**src/sps_pkg.sv**
```systemverilog
// Purpose: shared constants and types for the set-point program sequencer
// Assumes: 32-bit axi4-lite register bus, 40 MHz aclk
// Notes:   set point is tenths of a percent of full scale (0..1000)
`default_nettype none
package sps_pkg;
    localparam int unsigned STEPS        = 16;
    localparam int unsigned SP_W         = 16;
    localparam int unsigned TIME_W       = 16;
    localparam int unsigned CLK_HZ       = 40000000;
    localparam int unsigned SEC_S        = 1;
    localparam int unsigned SEC_CYCLES   = SEC_S * CLK_HZ;
    localparam logic [15:0] SP_FULL      = 16'h03e8;
    // register byte offsets
    localparam logic [7:0]  OFF_CTRL     = 8'h00;
    localparam logic [7:0]  OFF_MASK     = 8'h04;
    localparam logic [7:0]  OFF_STATUS   = 8'h08;
    localparam logic [7:0]  OFF_SETPOINT = 8'h0c;
    localparam logic [7:0]  OFF_NV_CNT   = 8'h10;
    localparam logic [7:0]  OFF_TABLE    = 8'h40;
    // control fields
    localparam int unsigned CTRL_EN      = 0;
    localparam int unsigned CTRL_LOOP    = 1;
    localparam int unsigned CTRL_PAUSE   = 2;
    localparam int unsigned CTRL_START   = 3;
    localparam logic [3:0]  CTRL_RESET   = 4'h0;
    localparam logic [15:0] MASK_RESET   = 16'hffff;
    localparam logic [1:0]  RESP_OKAY    = 2'b00;
    localparam logic [1:0]  RESP_SLVERR  = 2'b10;
    typedef enum logic [1:0] {SPS_IDLE, SPS_SEEK, SPS_RUN, SPS_DONE} sps_state_t;
endpackage
`default_nettype wire

```
**src/sps_next_step.sv**
```systemverilog
// Purpose: find the next unmasked step at or after a start index
// Assumes: combinational, sixteen steps
// Notes:   found is low when no enabled step lies ahead
`default_nettype none
module sps_next_step
    import sps_pkg::*;
(
    // search
    input  wire logic [STEPS-1:0] mask,
    input  wire logic [4:0]       from_idx,
    // result
    output logic                  found,
    output logic [3:0]            idx
);
    always_comb begin
        found = 1'b0;
        idx   = 4'h0;
        for (int i = STEPS - 1; i >= 0; i--) begin
            if (mask[i] && (5'(i) >= from_idx)) begin
                found = 1'b1;
                idx   = 4'(i);
            end
        end
    end
endmodule
`default_nettype wire

```
**src/sps_ramp.sv**
```systemverilog
// Purpose: linear set-point ramp from a start value to a target over n seconds
// Assumes: load pulses once per step, tick pulses once per second
// Notes:   output is interpolated each second; zero seconds applies target at once
`default_nettype none
module sps_ramp
    import sps_pkg::*;
(
    // clock and reset
    input  wire logic              aclk,
    input  wire logic              aresetn,
    input  wire logic              ce,
    // control
    input  wire logic              load,
    input  wire logic              tick,
    input  wire logic [SP_W-1:0]   start_sp,
    input  wire logic [SP_W-1:0]   target,
    input  wire logic [TIME_W-1:0] secs,
    // result
    output logic [SP_W-1:0]        sp,
    output logic                   done
);
    logic [TIME_W-1:0] el_reg, el_next;
    logic [TIME_W-1:0] dur_reg, dur_next;
    logic [SP_W-1:0]   st_reg, st_next, tg_reg, tg_next;
    logic signed [SP_W+TIME_W+1:0] diff;

    always_comb begin
        el_next  = el_reg;
        dur_next = dur_reg;
        st_next  = st_reg;
        tg_next  = tg_reg;
        if (load) begin
            el_next  = '0;
            dur_next = secs;
            st_next  = start_sp;
            tg_next  = target;
        end else if (tick && el_reg < dur_reg) begin
            el_next = el_reg + 16'h0001;
        end
    end

    always_ff @(posedge aclk) begin
        if (!aresetn) begin
            el_reg  <= '0;
            dur_reg <= '0;
            st_reg  <= '0;
            tg_reg  <= '0;
        end else if (ce) begin
            el_reg  <= el_next;
            dur_reg <= dur_next;
            st_reg  <= st_next;
            tg_reg  <= tg_next;
        end
    end

    // start + (target - start) * elapsed / duration
    always_comb begin
        diff = (34'(signed'({1'b0, tg_reg})) - 34'(signed'({1'b0, st_reg}))) * 34'(signed'({1'b0, el_reg}));
        done = (el_reg >= dur_reg);
        if (done) begin
            sp = tg_reg;
        end else begin
            sp = SP_W'(34'(signed'({1'b0, st_reg})) + diff / 34'(signed'({1'b0, dur_reg})));
        end
    end
endmodule
`default_nettype wire

```
**src/sps_top.sv**
```systemverilog
// Purpose: stepped set-point program sequencer with axi4-lite registers
// Assumes: software copies table and mask to non-volatile storage on nv_write
// Notes:   set point units are tenths of percent of full scale
//
// Summary of operation
// - sixteen steps of target and seconds
// - set point ramps linearly over step time
// - runs only in controller function
// - global enable, reset disabled
// - loop wraps to first enabled step
// - masked steps are skipped
// - one mask bit per step, a set bit enables its step
// - all steps unmasked after reset
// - loop and pause accepted while running
// - mask changes flagged for non-volatile save
// - table changes flagged for non-volatile save
//
// Our own choices: the placing of the registers and the AXI4-Lite interface to the registers.
`default_nettype none
module sps_top
    import sps_pkg::*;
(
    // clock and reset
    input  wire logic             aclk,
    input  wire logic             aresetn,
    input  wire logic             ce,
    // device function strap: high selects controller
    input  wire logic             is_controller,
    // axi4-lite write address
    input  wire logic [7:0]       s_axi_awaddr,
    input  wire logic             s_axi_awvalid,
    output logic                  s_axi_awready,
    // axi4-lite write data
    input  wire logic [31:0]      s_axi_wdata,
    input  wire logic [3:0]       s_axi_wstrb,
    input  wire logic             s_axi_wvalid,
    output logic                  s_axi_wready,
    // axi4-lite write response
    output logic [1:0]            s_axi_bresp,
    output logic                  s_axi_bvalid,
    input  wire logic             s_axi_bready,
    // axi4-lite read
    input  wire logic [7:0]       s_axi_araddr,
    input  wire logic             s_axi_arvalid,
    output logic                  s_axi_arready,
    output logic [31:0]           s_axi_rdata,
    output logic [1:0]            s_axi_rresp,
    output logic                  s_axi_rvalid,
    input  wire logic             s_axi_rready,
    // set point to the mated controller and storage request
    output logic [SP_W-1:0]       program_setpoint,
    output logic                  nv_write
);
    import sps_pkg::*;

    // register state
    logic [3:0]        ctrl_reg, ctrl_next;
    logic [STEPS-1:0]  mask_reg, mask_next;
    logic [SP_W-1:0]   tgt_mem [STEPS];
    logic [TIME_W-1:0] sec_mem [STEPS];
    logic [15:0]       nvcnt_reg, nvcnt_next;
    logic              nv_reg, nv_next;
    // bus state
    logic              aw_reg, aw_next, w_reg, w_next, b_reg, b_next;
    logic [7:0]        awa_reg, awa_next;
    logic [31:0]       wd_reg, wd_next;
    logic [3:0]        ws_reg, ws_next;
    logic [1:0]        br_reg, br_next, rr_reg, rr_next;
    logic              r_reg, r_next;
    logic [31:0]       rd_reg, rd_next;
    // sequencer state
    sps_state_t        st_reg, st_next;
    logic [3:0]        idx_reg, idx_next;
    logic [25:0]       div_reg, div_next;
    logic [SP_W-1:0]   sp_reg, sp_next;
    logic              load;
    logic              tick;
    logic [4:0]        seek_from;
    logic              nx_found;
    logic [3:0]        nx_idx;
    logic [SP_W-1:0]   ramp_sp;
    logic              ramp_done;
    logic              do_write;
    logic              tbl_we;
    logic [3:0]        tbl_idx;
    logic [31:0]       tbl_word;

    function automatic logic [31:0] merge(input logic [31:0] old, input logic [31:0] nw, input logic [3:0] be);
        for (int b = 0; b < 4; b++) begin
            if (be[b]) begin
                old[b*8 +: 8] = nw[b*8 +: 8];
            end
        end
        return old;
    endfunction

    function automatic logic is_table(input logic [7:0] a);
        return a >= OFF_TABLE && a < (OFF_TABLE + 8'h40);
    endfunction

    sps_next_step u_next (
        .mask     (mask_reg),
        .from_idx (seek_from),
        .found    (nx_found),
        .idx      (nx_idx)
    );

    sps_ramp u_ramp (
        .aclk     (aclk),
        .aresetn  (aresetn),
        .ce       (ce),
        .load     (load),
        .tick     (tick),
        // step being entered, so a load never picks up the step being left
        .start_sp (sp_next),
        .target   (tgt_mem[idx_next]),
        .secs     (sec_mem[idx_next]),
        .sp       (ramp_sp),
        .done     (ramp_done)
    );

    // write channel: address and data taken in either order, answered after both
    assign do_write = aw_reg && w_reg && !b_reg;
    assign tbl_we   = do_write && is_table(awa_reg);
    assign tbl_idx  = awa_reg[5:2];
    assign tbl_word = merge({sec_mem[tbl_idx], tgt_mem[tbl_idx]}, wd_reg, ws_reg);

    always_comb begin
        aw_next   = aw_reg;
        w_next    = w_reg;
        b_next    = b_reg;
        awa_next  = awa_reg;
        wd_next   = wd_reg;
        ws_next   = ws_reg;
        br_next   = br_reg;
        ctrl_next = ctrl_reg;
        mask_next = mask_reg;
        nv_next   = 1'b0;
        nvcnt_next = nvcnt_reg;
        if (!aw_reg && s_axi_awvalid) begin
            aw_next  = 1'b1;
            awa_next = s_axi_awaddr;
        end
        if (!w_reg && s_axi_wvalid) begin
            w_next  = 1'b1;
            wd_next = s_axi_wdata;
            ws_next = s_axi_wstrb;
        end
        if (do_write) begin
            b_next  = 1'b1;
            br_next = RESP_OKAY;
            aw_next = 1'b0;
            w_next  = 1'b0;
            case ({awa_reg[7:2], 2'b00})
                OFF_CTRL: begin
                    ctrl_next = 4'(merge(32'(ctrl_reg), wd_reg, ws_reg));
                end
                OFF_MASK: begin
                    mask_next = 16'(merge(32'(mask_reg), wd_reg, ws_reg));
                    nv_next   = 1'b1;
                end
                default: begin
                    if (is_table(awa_reg)) begin
                        nv_next = 1'b1;
                    end else if (awa_reg != OFF_STATUS && awa_reg != OFF_SETPOINT && awa_reg != OFF_NV_CNT) begin
                        br_next = RESP_SLVERR;
                    end
                end
            endcase
        end
        if (b_reg && s_axi_bready) begin
            b_next = 1'b0;
        end
        if (nv_reg) begin
            nvcnt_next = nvcnt_reg + 16'h0001;
        end
        // start is a one-shot request bit; kept while done so a restart is seen
        if (st_reg == SPS_SEEK || st_reg == SPS_RUN) begin
            ctrl_next[CTRL_START] = 1'b0;
        end
    end

    // read channel
    always_comb begin
        r_next  = r_reg;
        rd_next = rd_reg;
        rr_next = rr_reg;
        if (r_reg && s_axi_rready) begin
            r_next = 1'b0;
        end else if (!r_reg && s_axi_arvalid) begin
            r_next  = 1'b1;
            rr_next = RESP_OKAY;
            rd_next = 32'h0000_0000;
            if (is_table(s_axi_araddr)) begin
                rd_next = {sec_mem[s_axi_araddr[5:2]], tgt_mem[s_axi_araddr[5:2]]};
            end else begin
                case ({s_axi_araddr[7:2], 2'b00})
                    OFF_CTRL:     rd_next = 32'(ctrl_reg);
                    OFF_MASK:     rd_next = 32'(mask_reg);
                    OFF_STATUS:   rd_next = {24'h000000, idx_reg, 2'b00, 2'(st_reg)};
                    OFF_SETPOINT: rd_next = 32'(sp_reg);
                    OFF_NV_CNT:   rd_next = 32'(nvcnt_reg);
                    default:      rr_next = RESP_SLVERR;
                endcase
            end
        end
    end

    // sequencer: pause freezes the ramp by withholding the seconds tick
    assign tick = (st_reg == SPS_RUN) && !ctrl_reg[CTRL_PAUSE] && (div_reg == 26'(SEC_CYCLES - 1));

    always_comb begin
        st_next   = st_reg;
        idx_next  = idx_reg;
        div_next  = div_reg;
        sp_next   = sp_reg;
        load      = 1'b0;
        seek_from = 5'h00;
        if (st_reg == SPS_SEEK) begin
            seek_from = 5'(idx_reg);
        end else if (st_reg == SPS_RUN) begin
            seek_from = 5'(idx_reg) + 5'h01;
        end
        if (!is_controller || !ctrl_reg[CTRL_EN]) begin
            st_next  = SPS_IDLE;
            div_next = '0;
        end else begin
            case (st_reg)
                SPS_IDLE: begin
                    if (ctrl_reg[CTRL_START]) begin
                        idx_next = 4'h0;
                        st_next  = SPS_SEEK;
                    end
                end
                SPS_SEEK: begin
                    if (nx_found) begin
                        idx_next = nx_idx;
                        st_next  = SPS_RUN;
                        load     = 1'b1;
                        div_next = '0;
                    end else begin
                        st_next = SPS_DONE;
                    end
                end
                SPS_RUN: begin
                    sp_next = ramp_sp;
                    if (!ctrl_reg[CTRL_PAUSE]) begin
                        div_next = (div_reg == 26'(SEC_CYCLES - 1)) ? 26'h0 : div_reg + 26'h1;
                    end
                    if (ramp_done && !ctrl_reg[CTRL_PAUSE]) begin
                        if (nx_found) begin
                            idx_next = nx_idx;
                            load     = 1'b1;
                            div_next = '0;
                        end else if (ctrl_reg[CTRL_LOOP]) begin
                            idx_next = 4'h0;
                            st_next  = SPS_SEEK;
                        end else begin
                            st_next = SPS_DONE;
                        end
                    end
                end
                SPS_DONE: begin
                    if (ctrl_reg[CTRL_START]) begin
                        idx_next = 4'h0;
                        st_next  = SPS_SEEK;
                    end
                end
                default: st_next = SPS_IDLE;
            endcase
        end
    end

    always_ff @(posedge aclk) begin
        if (!aresetn) begin
            ctrl_reg  <= CTRL_RESET;
            mask_reg  <= MASK_RESET;
            nvcnt_reg <= '0;
            nv_reg    <= 1'b0;
            aw_reg    <= 1'b0;
            w_reg     <= 1'b0;
            b_reg     <= 1'b0;
            awa_reg   <= '0;
            wd_reg    <= '0;
            ws_reg    <= '0;
            br_reg    <= RESP_OKAY;
            r_reg     <= 1'b0;
            rd_reg    <= '0;
            rr_reg    <= RESP_OKAY;
            st_reg    <= SPS_IDLE;
            idx_reg   <= '0;
            div_reg   <= '0;
            sp_reg    <= '0;
        end else if (ce) begin
            ctrl_reg  <= ctrl_next;
            mask_reg  <= mask_next;
            nvcnt_reg <= nvcnt_next;
            nv_reg    <= nv_next;
            aw_reg    <= aw_next;
            w_reg     <= w_next;
            b_reg     <= b_next;
            awa_reg   <= awa_next;
            wd_reg    <= wd_next;
            ws_reg    <= ws_next;
            br_reg    <= br_next;
            r_reg     <= r_next;
            rd_reg    <= rd_next;
            rr_reg    <= rr_next;
            st_reg    <= st_next;
            idx_reg   <= idx_next;
            div_reg   <= div_next;
            sp_reg    <= sp_next;
        end
    end

    // program table: no reset, contents come from non-volatile storage
    always_ff @(posedge aclk) begin
        if (ce && tbl_we) begin
            tgt_mem[tbl_idx] <= tbl_word[15:0];
            sec_mem[tbl_idx] <= tbl_word[31:16];
        end
    end

    assign s_axi_awready    = !aw_reg;
    assign s_axi_wready     = !w_reg;
    assign s_axi_bvalid     = b_reg;
    assign s_axi_bresp      = br_reg;
    assign s_axi_arready    = !r_reg;
    assign s_axi_rvalid     = r_reg;
    assign s_axi_rdata      = rd_reg;
    assign s_axi_rresp      = rr_reg;
    assign program_setpoint = sp_reg;
    assign nv_write         = nv_reg;
endmodule
`default_nettype wire

```
**config.mk**
```make
export PLATFORM = sky130hd
export DESIGN_NAME = sps_top
export DESIGN_NICKNAME = d
export VERILOG_FILES = /design/src/sps_pkg.sv /design/src/sps_next_step.sv /design/src/sps_ramp.sv /design/src/sps_top.sv
export SDC_FILE = /design/constraint.sdc
export NUM_CORES = 2
export LEC_CHECK = 0
export BUFFER_PORTS_ARGS = -buffer_cell sky130_fd_sc_hd__clkbuf_2
export CAP_MARGIN = 20
export CORE_ASPECT_RATIO = 1.4
export CORE_MARGIN = 2
export CORE_UTILIZATION = 30
export DETAILED_ROUTE_END_ITERATION = 16
export PLACE_DENSITY = 0.53
export SYNTH_ARGS = -nofsm -noshare
export SYNTH_HDL_FRONTEND = slang
export SYNTH_SLANG_ARGS = --single-unit
```
**constraint.sdc**
```tcl
create_clock -name aclk -period 141 [get_ports aclk]
set_input_delay 21.15 -clock aclk [delete_from_list [all_inputs] [get_ports aclk]]
set_output_delay 21.15 -clock aclk [all_outputs]
set_load 0.01 [all_outputs]
```
==> results.cfg <==
[clock_network]
path_clk_slew_ns = 0.07
cts-hold-fix-buffers = 0
htree_levels = 3
cts_sinks = 743
clock_path_buffers = 3
clk-insertion-delay-late_ns = 0.71
tritoncts = yes
cts_root_buffer = clkbuf_16
cts-buffers-inserted = 77

[setup_path]
startpoint = u_ramp.st_reg[2]
cp-start-kind = register
cp_common_cell = o21a_1
cp_slowest_cell = or4b_2
crit_required_ns = 141.60
cp.arrival_ns = 132.95
critPathKind = register to register
r2r_start = u_ramp.st_reg[2]
cp_slowest_stage_delay_ns = 0.73
endpoint_kind = register
cp_max_fo = 31

[placement]
port_buffers = 114
dp_hpwl_mm = 190
globalplace.congestion = 0.918

[synth]
synth.distinct_cells = 135
synth_top_flop_cell = edfxtp_1
synth_top_area_share_pct = 21.1
synth_edf_count = 512
synth_area_leaders = edfxtp_1 (21%), ha_1 (9.8%), fa_1 (7.5%)
syn_avg_cell_area_sq_um = 8.98
ys_warn_count = 0
ys_seq_area_share_pct = 27.4
syn_area_sq_mm = 0.0730
ys_seq_elements = 743
yosysTopAreaCell = edfxtp_1
syn_inst = 8130
async_flop_share_pct = 0

[global_routing]
grt_max_degree = 130
grt_pass1_vias = 63400
grt.total_usage_pct = 20.0
globalRouteOverflowTotal = 0
antenna_found_initial = 13
grt_first_pass_wirelength_mm = 382

[routing]
drc = 0
num_vias = 63200
detail-route-antenna-nets = 0
vias_per_cell = 5.55
drtPass1Iterations = 6
routed_wl_mm = 253
wire_per_inst_um = 22.2
drtIter0Drc = 4262

[die]
die-area_sq_mm = 0.247
fp-row-count = 214
initial_utilization_pct = 30.1
die_h_um = 588
die_w_um = 421
core-area_sq_mm = 0.242
io_pins = 119

[cells_and_area]
multi_input_area_sq_mm = 0.0499
final_layout_size_suffix_gt1_share_pct = 10.3
reg.largest.list = sec_mem: 256 flops, tgt_mem: 256 flops
fin_util_pct = 33.2
syn_to_final_growth_pct = 10.1
n_fill_cell = 24900
ff_latch_area_sq_mm = 0.0200
layout_commonest_cell = nand2_1
final_cell_mix = nand2_1 (1,060), ha_1 (569), nor2_1 (531), edfxtp_1 (512), inv_1 (482)
nets = 8993

[timing]
worst_pin_slew_ns = 1.19
period_share_pct = 93.9
maxClockFrequency_mhz = 7.56
slew_headroom_pct = 20.3
whs_ns = 0.477
finalCriticalPeriod_ns = 132.35
hold_violations = 0
fin_skew_ns = 0.0622
finalSetupViolations = 0
tns_ns = 0
slew_violations = 0

[outcome]
status = completed

[min_path]
hp-class = register to register
hold_start = aw_reg

[job]
maxCapViolations = 0
layout make-up:
type,instances,area share [%]
Antenna cell,3,0.00934
Clock buffer,104,2.72
Clock inverter,38,0.612
Inverter,491,2.29
Multi-Input combinational cell,6506,62.1
Sequential cell,743,24.9
Tap cell,3240,5.05
Timing Repair Buffer,270,2.29
what timing repair did:
item,4_1_cts,5_1_grt
endpoints found under the setup margin,0,32
gates resized for setup,0,29
setup buffers,0,6
cell families after synthesis:
logic type,Yosys count,synth area share (%)
AND/OR/NAND/NOR,2906,19.3
other,1,0.00514
flip-flops,743,27.4
XOR/XNOR,330,3.98
adder cells (fa/ha/maj),849,17.4
multiplexers,303,7.13
AO/OA/AOI/OAI,2116,20.2
buffers and inverters,882,4.62
critical path: cells and delay by family (launching register included):
| family | cells | cell delay, ns |
|---|---|---|
| XOR/XNOR | 5 | 1.20 |
| AO/OA/AOI/OAI | 342 | 78.79 |
| adder cells (fa/ha/maj) | 44 | 15.24 |
| flip-flops | 1 | 0.34 |
| buffers and inverters | 29 | 4.93 |
| multiplexers | 6 | 1.83 |
| AND/OR/NAND/NOR | 129 | 29.46 |
path summary, 6_finish.rpt:
check | to | slack [ns] | cells past startpoint
max | u_ramp.st_reg[15] | 8.65 | 555
max reg2reg | u_ramp.st_reg[15] | 8.65 | 555
min | aw_reg | 0.48 | 2
min reg2reg | aw_reg | 0.48 | 2
metal layers:
layer / GRT usage, % / routed length (um)
met1: 22.3 / 95700
met2: 37.2 / 132000
met3: 1.90 / 10100
met4: 10.1 / 14900
met5: 0 / 67
Yosys cell counts, types with 46 or more instances:
library cell  number
nor3_1           282
a31oi_1          113
a21boi_0          71
o21ai_0          245
a21o_1           133
nand2_1         1062
o21a_1           254
edfxtp_1         512
a311oi_1          71
o31ai_1          165
a211oi_1         238
or3_1             46
nor2b_1          149
and3_1            50
xor2_1           139
xnor2_1          189
mux4_2           162
dfxtp_1          231
a21oi_1          383
and2_1           306
nand2b_1          62
o211ai_1          64
inv_1            488
mux2_2            79
ha_1             569
nor2_1           534
fa_1             274
nand4_1           67
mux2i_1           56
clkbuf_1         326
nand3_1          144
through the flow:
step / setup slack [ns] / cells / cell area (sq um)
CTS: 3.34 / 11400 / 80100
global route: -0.0421 / 11400 / 80300
global placement: 5.59 / 11200 / 77300
detailed placement: 4.00 / 11200 / 77400
finish: 8.65 / 11400 / 80300
floorplan: 24.14 / 8131 / 73000
Power is left out: the tool's default activity adds up to more than one toggle a clock period on the data nets, which glitch-free logic cannot reach.
